**src/dpg_pkg.sv**
```systemverilog
package dpg_pkg;
	// ************************************************************
	// widths and fixed values
	// ************************************************************
	localparam int CNT_W = 10; // counter and compare width
	localparam int PSC_W = 3; // prescaler select width
	localparam int DT_W = 8; // dead-time count width
	localparam logic [9:0] CNT_ZERO = 10'h000; // cleared counter
	localparam logic [9:0] CNT_ONE = 10'h001; // counter step
	localparam logic [7:0] DT_ZERO = 8'h00; // no guard interval
	localparam logic [7:0] DT_ONE = 8'h01; // guard step
	localparam logic [7:0] PSC_ONE = 8'h01; // prescale step
	localparam logic [7:0] PSC_ZERO = 8'h00; // prescale start
endpackage : dpg_pkg

```
**src/dpg_top.sv**
```systemverilog
// ************************************************************
// dual complementary pwm with guard interval
// ************************************************************
module dpg_top #(
	// counter and compare width
	parameter int CNT_W = dpg_pkg::CNT_W,
	// prescaler select width
	parameter int PSC_W = dpg_pkg::PSC_W,
	// guard countdown width
	parameter int DT_W = dpg_pkg::DT_W
) (
	// clock and reset
	input wire logic clk_i,
	input wire logic nrst_i,
	// configuration
	input wire logic timer_run_enable_i,
	input wire logic [PSC_W-1:0] prescale_sel_i,
	input wire logic [CNT_W-1:0] period_limit_i,
	input wire logic [CNT_W-1:0] duty_value_i,
	input wire logic primary_output_enable_i,
	input wire logic inverted_output_enable_i,
	input wire logic primary_active_level_i,
	input wire logic inverted_active_level_i,
	input wire logic guard_interval_enable_i,
	input wire logic [DT_W-1:0] dead_time_i,
	// status
	input wire logic period_match_flag_clr_i,
	output logic period_match_flag_o,
	output logic [CNT_W-1:0] period_counter_o,
	// pwm pins
	output logic pwm_true_o,
	output logic pwm_inv_o
);
	// ************************************************************
	// local state
	// ************************************************************
	logic [7:0] psc_cnt_r; // prescale divider count
	logic [7:0] psc_ratio; // decoded ratio
	logic tick; // one increment cycle
	logic [dpg_pkg::CNT_W-1:0] cnt_r; // period counter
	logic [dpg_pkg::CNT_W-1:0] duty_latch_r; // active duty latch
	logic raw_r; // raw modulator level
	logic [dpg_pkg::DT_W-1:0] gd_cnt_r; // guard countdown
	logic raw_d_r; // raw level one cycle ago
	logic guard_on; // dead time is in force
	logic true_act; // true side wants active
	logic inv_act; // inverted side wants active
	logic match_ev; // period boundary this cycle

	// ************************************************************
	// elaboration checks
	// ************************************************************
	// package constants are fixed width, so other sizes are refused
	if (CNT_W != dpg_pkg::CNT_W) begin : cnt_w_chk
		$error("counter width must match the package constants");
	end
	// the prescale divider holds ratios up to 128 only
	if (PSC_W != dpg_pkg::PSC_W) begin : psc_w_chk
		$error("prescale select width must match the divider");
	end
	// guard countdown and its constants share one width
	if (DT_W != dpg_pkg::DT_W) begin : dt_w_chk
		$error("dead-time width must match the package constants");
	end

	// ratio 1,2,4..128 from select code
	function automatic logic [7:0] psc_decode(input logic [PSC_W-1:0] s);
		psc_decode = psc_shift(s);
	endfunction : psc_decode
	// power-of-two ratio keeps the divider a plain compare
	function automatic logic [7:0] psc_shift(input logic [PSC_W-1:0] s);
		psc_shift = dpg_pkg::PSC_ONE << s;
	endfunction : psc_shift

	assign psc_ratio = psc_decode(prescale_sel_i);
	assign tick = timer_run_enable_i
		&& (psc_cnt_r == psc_ratio - dpg_pkg::PSC_ONE);
	assign match_ev = tick && (cnt_r == period_limit_i);
	assign guard_on = guard_interval_enable_i && (dead_time_i != dpg_pkg::DT_ZERO);

	// ************************************************************
	// prescaler
	// ************************************************************
	// held at zero while stopped to save power
	always_ff @(posedge clk_i or negedge nrst_i) begin
		if (!nrst_i) begin
			psc_cnt_r <= dpg_pkg::PSC_ZERO;
		end else if (!timer_run_enable_i || tick) begin
			psc_cnt_r <= dpg_pkg::PSC_ZERO;
		end else begin
			psc_cnt_r <= psc_cnt_r + dpg_pkg::PSC_ONE;
		end
	end

	// ************************************************************
	// period counter
	// ************************************************************
	// advances once per tick; wraps after limit, so period = limit+1
	always_ff @(posedge clk_i or negedge nrst_i) begin
		if (!nrst_i) begin
			cnt_r <= dpg_pkg::CNT_ZERO;
		end else if (!timer_run_enable_i) begin
			cnt_r <= dpg_pkg::CNT_ZERO;
		end else if (match_ev) begin
			cnt_r <= dpg_pkg::CNT_ZERO;
		end else if (tick) begin
			cnt_r <= cnt_r + dpg_pkg::CNT_ONE;
		end
	end

	// read-only view of the counter
	always_ff @(posedge clk_i or negedge nrst_i) begin
		if (!nrst_i) begin
			period_counter_o <= dpg_pkg::CNT_ZERO;
		end else begin
			period_counter_o <= cnt_r;
		end
	end

	// ************************************************************
	// duty latch and raw modulator
	// ************************************************************
	// new duty only at boundary, so a mid-period write never glitches
	always_ff @(posedge clk_i or negedge nrst_i) begin
		if (!nrst_i) begin
			duty_latch_r <= dpg_pkg::CNT_ZERO;
		end else if (match_ev) begin
			duty_latch_r <= duty_value_i;
		end
	end

	// high from boundary until counter meets duty
	always_ff @(posedge clk_i or negedge nrst_i) begin
		if (!nrst_i) begin
			raw_r <= 1'b0;
		end else if (!timer_run_enable_i) begin
			raw_r <= 1'b0;
		end else if (match_ev) begin
			raw_r <= (duty_value_i != dpg_pkg::CNT_ZERO);
		end else if (tick && cnt_r + dpg_pkg::CNT_ONE == duty_latch_r) begin
			raw_r <= 1'b0;
		end
	end

	// ************************************************************
	// guard interval
	// ************************************************************
	// counts down after each raw edge; both sides idle meanwhile
	always_ff @(posedge clk_i or negedge nrst_i) begin
		if (!nrst_i) begin
			raw_d_r <= 1'b0;
			gd_cnt_r <= dpg_pkg::DT_ZERO;
		end else begin
			raw_d_r <= raw_r;
			if (guard_on && raw_r != raw_d_r) begin
				gd_cnt_r <= dead_time_i;
			end else if (gd_cnt_r != dpg_pkg::DT_ZERO) begin
				gd_cnt_r <= gd_cnt_r - dpg_pkg::DT_ONE;
			end
		end
	end

	// active wishes; edge itself also blocks, so never overlap
	always_comb begin
		true_act = raw_r;
		inv_act = !raw_r && timer_run_enable_i;
		if (guard_on && (gd_cnt_r != dpg_pkg::DT_ZERO || raw_r != raw_d_r)) begin
			true_act = 1'b0;
			inv_act = 1'b0;
		end
	end

	// ************************************************************
	// output stage
	// ************************************************************
	// disabled or stopped pins rest at their inactive level
	always_ff @(posedge clk_i or negedge nrst_i) begin
		if (!nrst_i) begin
			pwm_true_o <= 1'b0;
			pwm_inv_o <= 1'b0;
		end else begin
			pwm_true_o <= (primary_output_enable_i && true_act)
				? primary_active_level_i : !primary_active_level_i;
			pwm_inv_o <= (inverted_output_enable_i && inv_act)
				? inverted_active_level_i : !inverted_active_level_i;
		end
	end

	// ************************************************************
	// period match flag
	// ************************************************************
	// set wins over a clear in the same cycle
	always_ff @(posedge clk_i or negedge nrst_i) begin
		if (!nrst_i) begin
			period_match_flag_o <= 1'b0;
		end else if (match_ev) begin
			period_match_flag_o <= 1'b1;
		end else if (period_match_flag_clr_i) begin
			period_match_flag_o <= 1'b0;
		end
	end

	// ************************************************************
	// checks
	// ************************************************************
	stop_hold_a: assert property (@(posedge clk_i) disable iff (!nrst_i)
		!timer_run_enable_i |=> cnt_r == dpg_pkg::CNT_ZERO)
		else $error("counter not held while stopped");
	wrap_a: assert property (@(posedge clk_i) disable iff (!nrst_i)
		match_ev |=> cnt_r == dpg_pkg::CNT_ZERO && period_match_flag_o)
		else $error("boundary did not clear and flag");
	zero_duty_a: assert property (@(posedge clk_i) disable iff (!nrst_i)
		match_ev && duty_value_i == dpg_pkg::CNT_ZERO |=> !raw_r)
		else $error("zero duty drove high");
	duty_latch_a: assert property (@(posedge clk_i) disable iff (!nrst_i)
		!match_ev |=> $stable(duty_latch_r))
		else $error("duty latch moved mid period");
	// watched at the pins, one cycle after the wishes were formed
	no_overlap_a: assert property (@(posedge clk_i) disable iff (!nrst_i)
		$past(nrst_i) && $past(guard_on) |->
		!(pwm_true_o == $past(primary_active_level_i)
		&& pwm_inv_o == $past(inverted_active_level_i)))
		else $error("both sides active in guard mode");
	count_step_a: assert property (@(posedge clk_i) disable iff (!nrst_i)
		tick && !match_ev |=> cnt_r == $past(cnt_r) + dpg_pkg::CNT_ONE)
		else $error("counter step wrong");
	duty_low_a: assert property (@(posedge clk_i) disable iff (!nrst_i)
		tick && !match_ev && cnt_r + dpg_pkg::CNT_ONE == duty_latch_r
		|=> !raw_r)
		else $error("duty match did not drop output");
	true_pol_a: assert property (@(posedge clk_i) disable iff (!nrst_i)
		!primary_output_enable_i
		|=> pwm_true_o == !$past(primary_active_level_i))
		else $error("disabled true pin not inactive");
	cnt_view_a: assert property (@(posedge clk_i) disable iff (!nrst_i)
		1'b1 |=> period_counter_o == $past(cnt_r))
		else $error("counter view wrong");
	boundary_c: cover property (@(posedge clk_i) disable iff (!nrst_i) match_ev);
	guard_c: cover property (@(posedge clk_i) disable iff (!nrst_i)
		guard_on && gd_cnt_r != dpg_pkg::DT_ZERO);
	clr_race_c: cover property (@(posedge clk_i) disable iff (!nrst_i)
		match_ev && period_match_flag_clr_i);
	duty_zero_c: cover property (@(posedge clk_i) disable iff (!nrst_i)
		match_ev && duty_value_i == dpg_pkg::CNT_ZERO);

	// ************************************************************
	// checks on flag and timebase
	// ************************************************************
	// a clear in the boundary cycle must not lose the event
	set_wins_a: assert property (@(posedge clk_i) disable iff (!nrst_i)
		match_ev && period_match_flag_clr_i |=> period_match_flag_o)
		else $error("flag lost to a clear at the boundary");
	// sticky until software clears it
	flag_hold_a: assert property (@(posedge clk_i) disable iff (!nrst_i)
		period_match_flag_o && !period_match_flag_clr_i
		|=> period_match_flag_o)
		else $error("flag dropped without a clear");
	// divider idles at zero so a restart begins a whole tick
	psc_stop_a: assert property (@(posedge clk_i) disable iff (!nrst_i)
		!timer_run_enable_i |=> psc_cnt_r == dpg_pkg::PSC_ZERO)
		else $error("prescaler ran while stopped");

	// ************************************************************
	// checks on modulator and guard
	// ************************************************************
	// nonzero duty starts each period with the raw level high
	raw_rise_a: assert property (@(posedge clk_i) disable iff (!nrst_i)
		match_ev && duty_value_i != dpg_pkg::CNT_ZERO |=> raw_r)
		else $error("boundary did not raise the output");
	// each raw edge reloads the full guard count
	guard_load_a: assert property (@(posedge clk_i) disable iff (!nrst_i)
		guard_on && raw_r != raw_d_r
		|=> gd_cnt_r == $past(dead_time_i))
		else $error("guard count not loaded at edge");
	// inverted side never wakes while the timer is stopped
	inv_stop_a: assert property (@(posedge clk_i) disable iff (!nrst_i)
		!timer_run_enable_i
		|=> pwm_inv_o == !$past(inverted_active_level_i))
		else $error("inverted pin active while stopped");
endmodule : dpg_top

```
**config.mk**
```make
export PLATFORM = sky130hd
export DESIGN_NAME = dpg_top
export DESIGN_NICKNAME = d
export VERILOG_FILES = /design/src/dpg_pkg.sv /design/src/dpg_top.sv
export SDC_FILE = /design/constraint.sdc
export NUM_CORES = 1
export LEC_CHECK = 0
export ABC_AREA = 1
export BUFFER_PORTS_ARGS = -buffer_cell sky130_fd_sc_hd__buf_2
export CORE_ASPECT_RATIO = 0.8
export CORE_MARGIN = 2
export CORE_UTILIZATION = 30
export DETAILED_ROUTE_END_ITERATION = 10
export SLEW_MARGIN = 20
export SYNTH_ARGS = -nofsm -noshare
export SYNTH_HDL_FRONTEND = slang
export SYNTH_SLANG_ARGS = --single-unit
```
**constraint.sdc**
```tcl
create_clock -name clk_i -period 2.4 [get_ports clk_i]
set_input_delay 0.12 -clock clk_i [delete_from_list [all_inputs] [get_ports clk_i]]
set_output_delay 0.12 -clock clk_i [all_outputs]
set_load 0.03 [all_outputs]
```
==> results of run 1 <==
## cells in the mapped netlist
library cell / n / share of area [%]
nand2_1: 103 / 14
dfrtp_1: 51 / 45
inv_1: 49 / 6.5
nand3_1: 32 / 5.7
nor2_1: 25 / 3.3
o21ai_0: 20 / 3.5
xnor2_1: 11 / 3.4
o22ai_1: 9 / 2.0
nand4_1: 7 / 1.5
xor2_1: 7 / 2.2
a21oi_1: 6 / 1.1
inv_2: 5 / 0.66
nor4_1: 5 / 1.1
nor3_1: 4 / 0.71
o21ai_1: 4 / 0.71
buf_4: 3 / 0.79
ha_1: 3 / 1.3
nor2_4: 3 / 1.2
nand2_2: 2 / 0.44
nand3_2: 2 / 0.71
nand3_4: 2 / 1.2
nand3b_1: 2 / 0.53
o21ai_2: 2 / 0.62
a21boi_0: 1 / 0.26
buf_8: 1 / 0.53
nor2_8: 1 / 0.71
nor3b_2: 1 / 0.44
or2_2: 1 / 0.22
## flip-flops by register name, indices dropped and copies added (netlist names)
name,flops
cnt_r,10
duty_latch_r,10
period_counter_o,10
gd_cnt_r,8
psc_cnt_r,8
period_match_flag_o,1
pwm_inv_o,1
pwm_true_o,1
raw_d_r,1
raw_r,1
## cell type report
type,instances,area [um2]
flip-flops and latches,51,1280
fillers,941,5720
clock buffers,5,125
clock inverters,3,46.3
inverters,54,203
well taps,115,144
multi-input cells,253,1320
repair buffers,55,285
## placed cells by master, fill, tap and decap left out
cell type / count
o22ai_1: 9
o21ai_1: 4
nand4_1: 7
clkbuf_16: 5
nor3_1: 4
nor2_4: 3
inv_2: 5
a21oi_1: 6
inv_6: 1
a21boi_0: 1
ha_1: 3
buf_2: 52
nand2_2: 2
nor2_8: 1
nor3b_2: 1
buf_4: 2
xnor2_1: 11
nor2_1: 25
clkinvlp_4: 1
xor2_1: 7
nand3_2: 2
dfrtp_1: 51
o21ai_0: 20
bufinv_16: 1
inv_1: 49
or2_2: 1
o21ai_2: 2
nand2_1: 103
nand3_4: 2
nand3_1: 32
nand3b_1: 2
dlygate4sd3_1: 1
nor4_1: 5
## repair_timing
action	CTS	global route
resized for setup	0	0
hold buffers	1	0
endpoints found under the hold margin	28	0
## how the worst min path moves through the flow
stage / from / to / slack [ps] / depth (start not counted)
after detailed placement: nrst_i / period_counter_o[7] / 180 / 1
after global placement: nrst_i / period_counter_o[7] / 190 / 1
final: period_match_flag_clr_i / period_match_flag_o / 20 / 2
after CTS: period_match_flag_clr_i / period_match_flag_o / 9 / 2
after floorplan: nrst_i / cnt_r[0] / -180 / 0
after global routing: period_match_flag_clr_i / period_match_flag_o / 20 / 2
## power by group through the flow
stage / Sequential, mW / Clock [mW] / Combinational (mW)
2_1_floorplan: 1.00 / 0 / 0.275
3_3_place_gp: 1.01 / 0 / 0.380
3_5_place_dp: 1.02 / 0 / 0.392
4_1_cts: 1.00 / 0.836 / 0.394
5_1_grt: 1.01 / 0.875 / 0.453
6_report: 1.00 / 0.809 / 0.391
## metal layers
layer	part of all wire [%]	routed length [um]	global-route usage, %
met2	40	2550	17.5
met4	0.30	19	1.52
met3	6.4	409	3.00
met5	0	0	0
met1	54	3440	20.3
## cells by family (layout without fill, tap and decap cells)
group | Yosys count | count (layout) | share of synthesized area, %
buffers and inverters | 58 | 117 | 8.48
adder cells (fa/ha/maj) | 3 | 3 | 1.32
AND/OR/NAND/NOR | 190 | 190 | 31.4
AO/OA/AOI/OAI | 42 | 42 | 8.17
flip-flops | 51 | 51 | 45.0
XOR/XNOR | 18 | 18 | 5.56
==> summary.md, run 1 <==
| Metric | Value |
|---|---|
| Type of origin of the critical path | `flip-flop` |
| Global router's overall resource usage | `12.7%` |
| Maximum frequency from static timing analysis | `505 MHz` |
| Area of the mapped netlist | `2830 um2` |
| End of the worst register-to-register path | `pwm_true_o` |
| Initial standard-cell utilization of the core | `31.1%` |
| Post-Syn Nets | `405` |
| Number of levels in the clock H-tree | `2` |
| Critical path fanouts, max | `4` |
| Maximum number of pins on one net before global-route repair | `30` |
| Peak ir drop on the vdd network | `340 uV` |
| Power density of the placed cells | `648 nW/um2` |
| Number of sinks driven by the clock tree | `51` |
| Combinational power share | `17.8%` |
| Internal power consumption | `1.60 mW` |
| Cells along the critical path | `inv_1 > ha_1 > nor3b_2 > nand4_1 > nor2_1 > inv_2 > o21ai_2 > nand3_1 > nand2_1 > nand2_1` |
| Total wire length | `6.42 mm` |
| Number of global-route vias before repair | `2240` |
| Cell seen most often among critical-path stages | `nand2_1` |
| Clock root buffer | `clkbuf_16` |
| Cell count after placement | `527` |
| Fraction of power spent switching nets | `27.2%` |
| Wire length of the first global-routing pass | `10.6 mm` |
| Proportion of layout cells with a drive suffix above 1 | `19.2%` |
| Sequential share of the synthesized area | `45.0%` |
| Number of warnings printed during yosys synthesis | `0` |
| Post-Synthesis Mean Instance Area | `7.83 um2` |
| CTS tree | `done` |
| Largest stage delay on the critical path | `380 ps` |
| Transition at the pin with the smallest max-transition slack | `636 ps` |
| Count of final hold-check violations | `0` |
| #FFs+latches synth | `51` |
| Synth-to-Final Area Change | `19.9%` |
| Result of the run | `completed` |
| Clock-pin slew reported for the worst setup and hold paths after clock tree synthesis | `70 ps` |
| Mean routed wirelength per cell | `12.0 um` |
| Worst-case hold slack | `15.9 ps` |
| Max-cap check violation count | `0` |
| Setup slack of the most critical reg-to-reg path | `420 ps` |
| Switch Pwr | `0.599 mW` |
| Final Instance Count excl. Fillers | `536` |
| Class of the most critical hold timing path | `in -> reg` |
| Register-to-Register Path Depth | `10` |
| Setup repair after global routing missed its margin | `no` |
| Post CTS Setup Buffer Count | `0` |
| Crit share post-route | `82.5%` |
| Placement Cell Area | `3220 um2` |
| Buffers and inverters on the worst path | `2` |
| Post-route standard cell area excluding fillers | `3400 um2` |
| Number of antenna violations at the first check in global routing | `0` |
| Core region area | `9110 um2` |
| Top-Level Pins | `53` |
| Clock Skew | `7.12 ps` |
| Worst flop-to-flop path startpoint | `gd_cnt_r[0]` |
| Routed vias/inst | `4.56` |
| Last element of the critical path | `pwm_true_o` |
| Die Y-Extent | `90.9 um` |
| Cts bufs inserted | `5` |
| Cell with the biggest individual delay on the critical path | `dfrtp_1` |
| Fraction of power consumed by sequential logic | `45.5%` |
| Total overflow reported by the global router | `0` |
| Kind of end point of the critical path | `flip-flop` |
| Minimum setup slack after placement | `439 ps` |
| Routed via count | `2444` |
| Number of nets in the final layout | `463` |
| Diode insertion count for antenna repair | `0` |
| Weighted congestion at the end of routability-driven global placement | `0.884` |
| Cell family contributing the most delay on the critical path | `simple AND/OR/NAND/NOR gates` |
| DRC violations left | `0` |
| Detailed Route Iter0 Violations | `157` |
| Slew headroom | `57.6%` |
| Min cycle time layout | `1980 ps` |
| Number of cells on the critical path | `10` |
| Worst Path Arrival | `2160 ps` |
| Gate Count Post-Synth | `362` |
| Leakage power | `1.71 nW` |
| Number of pins exceeding their max-slew limit in the final report | `0` |
| Worst setup path startpoint | `gd_cnt_r[0]` |
| Worst Slack Setup Final | `420 ps` |
| Core utilization of the finished layout | `37.3%` |
| Critical path required time | `2580 ps` |
| Clock insertion delay at the later pin of the skew report | `290 ps` |
| Pre-Repair DR Iteration Count | `4` |
| Post-route total power | `2.20 mW` |
| Unique masters post-synth | `28` |
| Total of endpoints with negative setup slack in the final report | `0` |
| Die X | `113 um` |
| Die area | `10200 um2` |
| Row count | `31` |
| Post-Route Setup TNS | `0 ps` |
| Maximum clock insertion buffer count | `2` |
| IO buf count | `52` |
| Type of the setup path with the least slack | `reg -> reg` |
| HPWL reported at the end of detailed placement | `5.19 mm` |
| Post-DRT Antenna Nets | `0` |
| Clock group share of total power | `36.8%` |
(Power assumes the default switching activity.)
==> run 2: changes to the inputs <==
Settings changed: ABC_AREA 1 to 0.
Clock period 2.4 ns to 1.8 ns, I/O delays scaled along.
==> run 2 against run 1 <==
The flow now finishes with violations (negative setup slack). Critical path depth shrank 2. Setup slack got worse by 620 ps. Core utilization grew 7.5 points. Hold slack better by 18 ps. Cell area up 21%. Largest cell class unchanged.
==> summary.md, run 2 <==
| Metric | Value |
|---|---|
| Result of the run | `complete, but fails checks (was completed)` |
| Violations in the final reports | `negative setup slack` |
| DRC violations left | `0 (unchanged)` |
| Maximum number of pins on one net before global-route repair | `25 (was 30)` |
| Diode insertion count for antenna repair | `0 (unchanged)` |
| Core region area | `9190 um2 (was 9110 um2)` |
| IO buf count | `52 (unchanged)` |
| Most used cells in the layout excluding fill and tap cells | `buf_2 (52), dfrtp_1 (50), buf_4 (46), nor2_1 (32), xor2_1 (23) (was nand2_1 (103), buf_2 (52), dfrtp_1 (51), inv_1 (49), nand3_1 (32))` |
| Cell with the biggest individual delay on the critical path | `dfrtp_2 (was dfrtp_1)` |
| Total wire length | `7.79 mm (was 6.42 mm)` |
| Mean routed wirelength per cell | `15.0 um (was 12.0 um)` |
| Wire length of the first global-routing pass | `12.3 mm (was 10.6 mm)` |
| Most congested layer reported by global routing | `met2 (was met1)` |
| Number of pins exceeding their max-slew limit in the final report | `0 (unchanged)` |
| Weighted congestion at the end of routability-driven global placement | `0.887 (was 0.884)` |
| Post-route standard cell area excluding fillers | `4120 um2 (was 3400 um2)` |
| Detailed Route Iter0 Violations | `159 (was 157)` |
| Largest stage delay on the critical path | `450 ps (was 380 ps)` |
| Cells along the critical path | `buf_12 > buf_8 > and2_4 > or3_1 > a311oi_2 > o2111ai_1 > a211oi_1 > o22ai_1 (was inv_1 > ha_1 > nor3b_2 > nand4_1 > nor2_1 > inv_2 > o21ai_2 > nand3_1 > nand2_1 > nand2_1)` |
| Number of nets in the final layout | `447 (was 463)` |
| Post-synthesis share of cell area spent on xor and xnor gates | `10.7% (was 5.56%)` |
| GRT met3 Usage | `3.20% (was 3.00%)` |
| Die Y-Extent | `91.5 um (was 90.9 um)` |
| Clock Skew | `4.96 ps (was 7.12 ps)` |
| Ys flop type | `dfrtp_1 (unchanged)` |
| Met2 routing resource usage after global routing | `23.6% (was 17.5%)` |
| Unique masters post-synth | `47 (was 28)` |
| Met1 routing resource usage after global routing | `21.4% (was 20.3%)` |
| Peak ir drop on the vdd network | `353 uV (was 340 uV)` |
| Clock-pin slew reported for the worst setup and hold paths after clock tree synthesis | `70 ps (about the same)` |
| Number of levels in the clock H-tree | `2 (unchanged)` |
| Post-DRT Antenna Nets | `0 (unchanged)` |
| Area of the mapped netlist | `2870 um2 (was 2830 um2)` |
| Routed via count | `2599 (was 2444)` |
| Total overflow reported by the global router | `0 (unchanged)` |
| Number of sinks driven by the clock tree | `51 (unchanged)` |
| Row count | `31 (unchanged)` |
| Type of origin of the critical path | `flip-flop (unchanged)` |
| Largest family of logic cells by synthesized area | `simple AND/OR/NAND/NOR gates (unchanged)` |
| Class of the most critical hold timing path | `in -> reg (unchanged)` |
| Critical path fanouts, max | `5 (was 4)` |
| Total of endpoints with negative setup slack in the final report | `12 (was 0)` |
| Power density of the placed cells | `672 nW/um2 (was 648 nW/um2)` |
| Proportion of register bits with asynchronous set or reset after synthesis | `100% (unchanged)` |
| Post-Synthesis Mean Instance Area | `9.66 um2 (was 7.83 um2)` |
| Most common cell after layout, fill and taps aside | `buf_2 (was nand2_1)` |
| Global router's overall resource usage | `15.2% (was 12.7%)` |
| Top-Level Pins | `53 (unchanged)` |
| Cts bufs inserted | `5 (unchanged)` |
| Maximum clock insertion buffer count | `2 (unchanged)` |
| Die area | `10400 um2 (was 10200 um2)` |
| Placement Cell Area | `3610 um2 (was 3220 um2)` |
| Routed vias/inst | `5.00 (was 4.56)` |
| Slew headroom | `66.0% (was 57.6%)` |
| Setup repair after global routing missed its margin | `yes (was no)` |
| Max-cap check violation count | `0 (unchanged)` |
| HPWL reported at the end of detailed placement | `5.58 mm (was 5.19 mm)` |
| Worst Path Arrival | `2180 ps (was 2160 ps)` |
| #FFs+latches synth | `51 (unchanged)` |
| Synth-to-Final Area Change | `43.5% (was 19.9%)` |
| Crit share post-route | `111% (was 82.5%)` |
| Top cells by instance count after synthesis | `dfrtp_1 (51), nor2_1 (32), xor2_1 (25), nand3_1 (23), nand2_1 (19) (was nand2_1 (103), dfrtp_1 (51), inv_1 (49), nand3_1 (32), nor2_1 (25))` |
| Die X | `113 um (about the same)` |
| Critical path required time | `1980 ps (was 2580 ps)` |
| Most area-hungry cell type in the Yosys netlist | `dfrtp_1 (unchanged)` |
| Type of the setup path with the least slack | `reg -> reg (unchanged)` |
| Pre-Repair DR Iteration Count | `4 (unchanged)` |
| Synth area leaders | `dfrtp_1 (44%), xor2_1 (7.6%), mux2_4 (4.7%) (was dfrtp_1 (45%), nand2_1 (14%), inv_1 (6.5%))` |
| Share of the synthesized area in the top cell type | `44.5% (was 45.0%)` |
| Cell with the most instances after synthesis | `dfrtp_1 (was nand2_1)` |
| Maximum frequency from static timing analysis | `500 MHz (was 505 MHz)` |
| Simple-gate share of the synthesized area | `21.9% (was 31.4%)` |
| Proportion of layout cells with a drive suffix above 1 | `40.5% (was 19.2%)` |
| Kind of end point of the critical path | `flip-flop (unchanged)` |
| Core utilization of the finished layout | `44.8% (was 37.3%)` |
| Leakage power | `1.94 nW (was 1.71 nW)` |
| Sequential share of the synthesized area | `44.5% (was 45.0%)` |
| Number of enable flip-flop cells after synthesis | `0 (unchanged)` |
| Number of global-route vias before repair | `2518 (was 2240)` |
| Initial standard-cell utilization of the core | `31.2% (was 31.1%)` |
| Synth Area in Compound Gates | `11.3% (was 8.17%)` |
| Post-Syn Nets | `340 (was 405)` |
| Count of final hold-check violations | `0 (unchanged)` |
| Adder-cell share of the synthesized area | `1.31% (was 1.32%)` |
| Min cycle time layout | `2000 ps (was 1980 ps)` |
| Largest registers in the final layout | `cnt_r: 10 flops, duty_latch_r: 10 flops, period_counter_o: 10 flops (unchanged)` |
| Clock root buffer | `clkbuf_16 (unchanged)` |
| Clock insertion delay at the later pin of the skew report | `300 ps (was 290 ps)` |
| Transition at the pin with the smallest max-transition slack | `505 ps (was 636 ps)` |
| Worst Slack Setup Final | `-201 ps (was 420 ps)` |
| Worst-case hold slack | `33.8 ps (was 15.9 ps)` |
| Number of warnings printed during yosys synthesis | `0 (unchanged)` |
| Number of antenna violations at the first check in global routing | `0 (unchanged)` |
| CTS tree | `done (unchanged)` |
| Gate Count Post-Synth | `297 (was 362)` |
| Fraction of synthesized area in multiplexers | `6.58% (was 0%)` |
==> run 2: cell types whose count changed in the layout (fill, tap and decap cells not counted), sizes merged, moves of 5 or more <==
cell / delta
o21ai: -11
nand3: -11
nand4: -5
and3: +7
mux2: +12
xor2: +18
nand2: -86
buf: +55
a21oi: +8
inv: -47
nor2b: +5
o22ai: -6
==> run 2: through the flow <==
step | setup TNS, ps | instances | setup WS, ps | power (mW)
after floorplan | -1120 | 297 | -133 | 1.57
after global placement | -936 | 499 | -117 | 1.77
after detailed placement | -1600 | 499 | -165 | 1.78
after CTS | -1380 | 514 | -160 | 2.76
after global routing | -2760 | 520 | -294 | 2.91
final | -2080 | 520 | -201 | 2.77
==> run 2: per-layer routing <==
metal / up-vias / part of all wire [%]
met3: 10 / 5.1
met1: 1251 / 47
li1: 1259 / -
met2: 79 / 47
met5: - / 0
met4: 0 / 1.1
==> run 2: critical path, delay by kind of cell (launching register included) <==
kind	cells	cell delay (ps)
DFF	1	450
buffers and inverters	2	260
AOI/OAI and AO/OA	4	740
and+or+nand+nor	2	450
==> run 2: layout make-up <==
cell class / instances / area [um2]
timing repair buffer: 113 / 852
fill: 864 / 5070
clock buffer: 5 / 125
inverter: 9 / 33.8
tap: 115 / 144
clock inverter: 3 / 15.0
sequential: 51 / 1280
multi-input combinational: 224 / 1670
==> run 2: final timing paths <==
check | from | endpoint | slack (ps) | depth (start not counted)
setup / recovery | cnt_r[0] | raw_r | -200 | 8
hold / removal | duty_value_i[2] | duty_latch_r[2] | 30 | 2
setup reg to reg | cnt_r[0] | raw_r | -200 | 8
hold reg to reg | period_match_flag_o | period_match_flag_o | 490 | 1
max in group asynchronous | nrst_i | psc_cnt_r[5] | 1020 | 3
min in group asynchronous | nrst_i | period_counter_o[4] | 230 | 2
==> run 2: timing repair <==
| action | in CTS | in global routing |
|---|---|---|
| setup buffers | 3 | 6 |
| gates cloned | 1 | 1 |
| hold buffers | 3 | 0 |
| gates resized for setup | 18 | 32 |
| pin swaps | 3 | 15 |
| hold endpoints to repair | 13 | 0 |
| setup endpoints to repair | 14 | 24 |
==> run 2: cell families after synthesis <==
kind of cell,Yosys count
and+or+nand+nor,120
AOI/OAI and AO/OA,52
DFF,51
xor gates and xnor gates,35
buffers and inverters,22
muxes,14
adders and majority gates,3
==> run 2: where the power goes <==
| group | switching (mW) | internal [mW] | total (mW) | leakage, nW |
|---|---|---|---|---|
| Combinational | 0.237 | 0.265 | 0.502 | 1.18 |
| Clock | 0.445 | 0.509 | 0.954 | 0.0733 |
| Sequential | 0.0812 | 1.23 | 1.31 | 0.685 |
==> run 3: changes to the inputs <==
Settings changed: CORE_UTILIZATION 30 to 50, PLACE_DENSITY set to 0.76.
==> run 3 against run 2 <==
The flow still finishes with violations (negative setup slack). Non-clock buffer count decreased by 9. Highest routed layer unchanged. First-iteration DRC count is 28% lower. Setup slack improved by 28 ps. Clock-buffer cell count rose by 2. Die area shrank 39%. Register-to-register slack better by 30 ps. Total power decreased by 8.0%. Final cell count shrank 8.8%. Sequential power about the same.
==> summary.md, run 3 (synthesis gave the netlist of run 2 again) <==
| Metric | Value |
|---|---|
| Result of the run | `complete, but fails checks (unchanged)` |
| Violations in the final reports | `negative setup slack (unchanged)` |
| Transition at the pin with the smallest max-transition slack | `478 ps (was 505 ps)` |
| Total wire length | `7.25 mm (was 7.79 mm)` |
| Setup repair after global routing missed its margin | `yes (unchanged)` |
| Slew headroom | `68.1% (was 66.0%)` |
| Clock Skew | `9.64 ps (was 4.96 ps)` |
| Type of origin of the critical path | `flip-flop (unchanged)` |
| HPWL reported at the end of detailed placement | `5.05 mm (was 5.58 mm)` |
| Number of sinks driven by the clock tree | `51 (unchanged)` |
| Post-Route Setup TNS | `-1800 ps (was -2080 ps)` |
| Peak ir drop on the vdd network | `439 uV (was 353 uV)` |
| Crit share post-route | `110% (was 111%)` |
| CTS tree | `done (unchanged)` |
| Detailed Route Iter0 Violations | `115 (was 159)` |
| Max-cap check violation count | `0 (unchanged)` |
| Die area | `6370 um2 (was 10400 um2)` |
| Clock insertion delay at the later pin of the skew report | `320 ps (was 300 ps)` |
| Number of nets in the final layout | `438 (was 447)` |
| Power density of the placed cells | `661 nW/um2 (was 672 nW/um2)` |
| Leakage power | `1.84 nW (was 1.94 nW)` |
| Number of global-route vias before repair | `2438 (was 2518)` |
| Post-route standard cell area excluding fillers | `3850 um2 (was 4120 um2)` |
| Largest registers in the final layout | `cnt_r: 10 flops, duty_latch_r: 10 flops, period_counter_o: 10 flops (unchanged)` |
| IO buf count | `52 (unchanged)` |
| Critical path fanouts, max | `11 (was 5)` |
| Count of final hold-check violations | `0 (unchanged)` |
| Most used cells in the layout excluding fill and tap cells | `buf_2 (52), dfrtp_1 (49), buf_4 (43), nor2_1 (32), xor2_1 (24) (was buf_2 (52), dfrtp_1 (50), buf_4 (46), nor2_1 (32), xor2_1 (23))` |
| Number of antenna violations at the first check in global routing | `0 (unchanged)` |
| Kind of end point of the critical path | `flip-flop (unchanged)` |
| Worst Slack Setup Final | `-173 ps (was -201 ps)` |
| Total overflow reported by the global router | `0 (unchanged)` |
| Core region area | `5500 um2 (was 9190 um2)` |
| Total of endpoints with negative setup slack in the final report | `11 (was 12)` |
| Clock root buffer | `clkbuf_8 (was clkbuf_16)` |
| Initial standard-cell utilization of the core | `52.2% (was 31.2%)` |
| Proportion of layout cells with a drive suffix above 1 | `39.1% (was 40.5%)` |
| Class of the most critical hold timing path | `in -> reg (unchanged)` |
| Number of levels in the clock H-tree | `2 (unchanged)` |
| Diode insertion count for antenna repair | `0 (unchanged)` |
| Post-DRT Antenna Nets | `0 (unchanged)` |
| Weighted congestion at the end of routability-driven global placement | `0.916 (was 0.887)` |
| DRC violations left | `0 (unchanged)` |
| Maximum number of pins on one net before global-route repair | `26 (was 25)` |
| Placement Cell Area | `3550 um2 (was 3610 um2)` |
| Cts bufs inserted | `5 (unchanged)` |
| Global router's overall resource usage | `23.1% (was 15.2%)` |
| Cell count of the worst hold path | `2 (unchanged)` |
| Most common cell after layout, fill and taps aside | `buf_2 (unchanged)` |
| Type of the setup path with the least slack | `reg -> reg (unchanged)` |
| Worst Path Arrival | `2180 ps (about the same)` |
| Maximum frequency from static timing analysis | `507 MHz (was 500 MHz)` |
| Pre-Repair DR Iteration Count | `5 (was 4)` |
| Routed vias/inst | `5.47 (was 5.00)` |
| Synth-to-Final Area Change | `34.0% (was 43.5%)` |
| Routed via count | `2591 (was 2599)` |
| Setup slack of the most critical reg-to-reg path | `-170 ps (was -200 ps)` |
| Register-to-Register Path Depth | `7 (was 8)` |
| Die Y-Extent | `71.8 um (was 91.5 um)` |
| Top-Level Pins | `53 (unchanged)` |
| Row count | `24 (was 31)` |
| Min cycle time layout | `1970 ps (was 2000 ps)` |
| Mean routed wirelength per cell | `15.3 um (was 15.0 um)` |
| Critical path required time | `2010 ps (was 1980 ps)` |
| Number of pins exceeding their max-slew limit in the final report | `0 (unchanged)` |
| Maximum clock insertion buffer count | `2 (unchanged)` |
| Clock-pin slew reported for the worst setup and hold paths after clock tree synthesis | `90 ps (was 70 ps)` |
| Die X | `88.7 um (was 113 um)` |
| Wire length of the first global-routing pass | `11.4 mm (was 12.3 mm)` |
-- run 3: through the flow --
step / std cells / hold WS, ps / power, mW / utilization [%] / setup slack [ps]
after floorplan: 297 / -206 / 1.57 / - / -133
final: 474 / 11.0 / 2.54 / 70.0 / -173
after CTS: 471 / 10.9 / 2.51 / 67.8 / -90.2
after detailed placement: 459 / 48.8 / 1.76 / 64.5 / -182
after global routing: 474 / 2.07 / 2.67 / 70.0 / -258
after global placement: 459 / 45.9 / 1.74 / 64.5 / -121
-- run 3: per-layer routing --
metal | wire length [um] | track usage, % | up-vias | part of all wire [%]
li1 | - | - | 1240 | -
met5 | 0 | 0 | - | 0
met2 | 3590 | 38.3 | 97 | 49
met1 | 3160 | 30.8 | 1239 | 44
met3 | 404 | 5.53 | 15 | 5.6
met4 | 97 | 5.22 | 0 | 1.3
-- run 3: repair_timing --
item                       CTS  global route
setup endpoints to repair   16            32
gates cloned                 0             0
pin swaps                    5             3
setup buffers                1             3
hold endpoints to repair    17             0
gates resized for setup      9            33
hold buffers                 3             0
-- run 3: where the power goes --
part	switching, mW	internal (mW)	total [mW]
sequential	0.0976	1.23	1.33
combinational	0.233	0.242	0.475
clock	0.393	0.350	0.744
-- run 3: worst max-delay path, stage by stage (launching register included) --
cell	delay (ps)
dfrtp_2	470
xor2_2	160
nor4_2	260
buf_4	180
nand3_4	90
nor3_4	200
buf_12	180
mux2_4	300
-- run 3: worst paths after layout --
check                                 endpoint                 from
max                            duty_latch_r[3]             cnt_r[1]
min reg2reg                period_match_flag_o  period_match_flag_o
max reg2reg                    duty_latch_r[3]             cnt_r[1]
max in group asynchronous  period_counter_o[6]               nrst_i
min in group asynchronous          gd_cnt_r[5]               nrst_i
min                            duty_latch_r[2]      duty_value_i[2]
-- run 3: area by class of cell --
type / instances / area, um2
clock buffer: 7 / 96.3
multi-input combinational: 224 / 1610
fill: 436 / 1650
tap: 78 / 97.6
inverter: 9 / 33.8
clock inverter: 1 / 7.51
timing repair buffer: 104 / 724
sequential: 51 / 1280
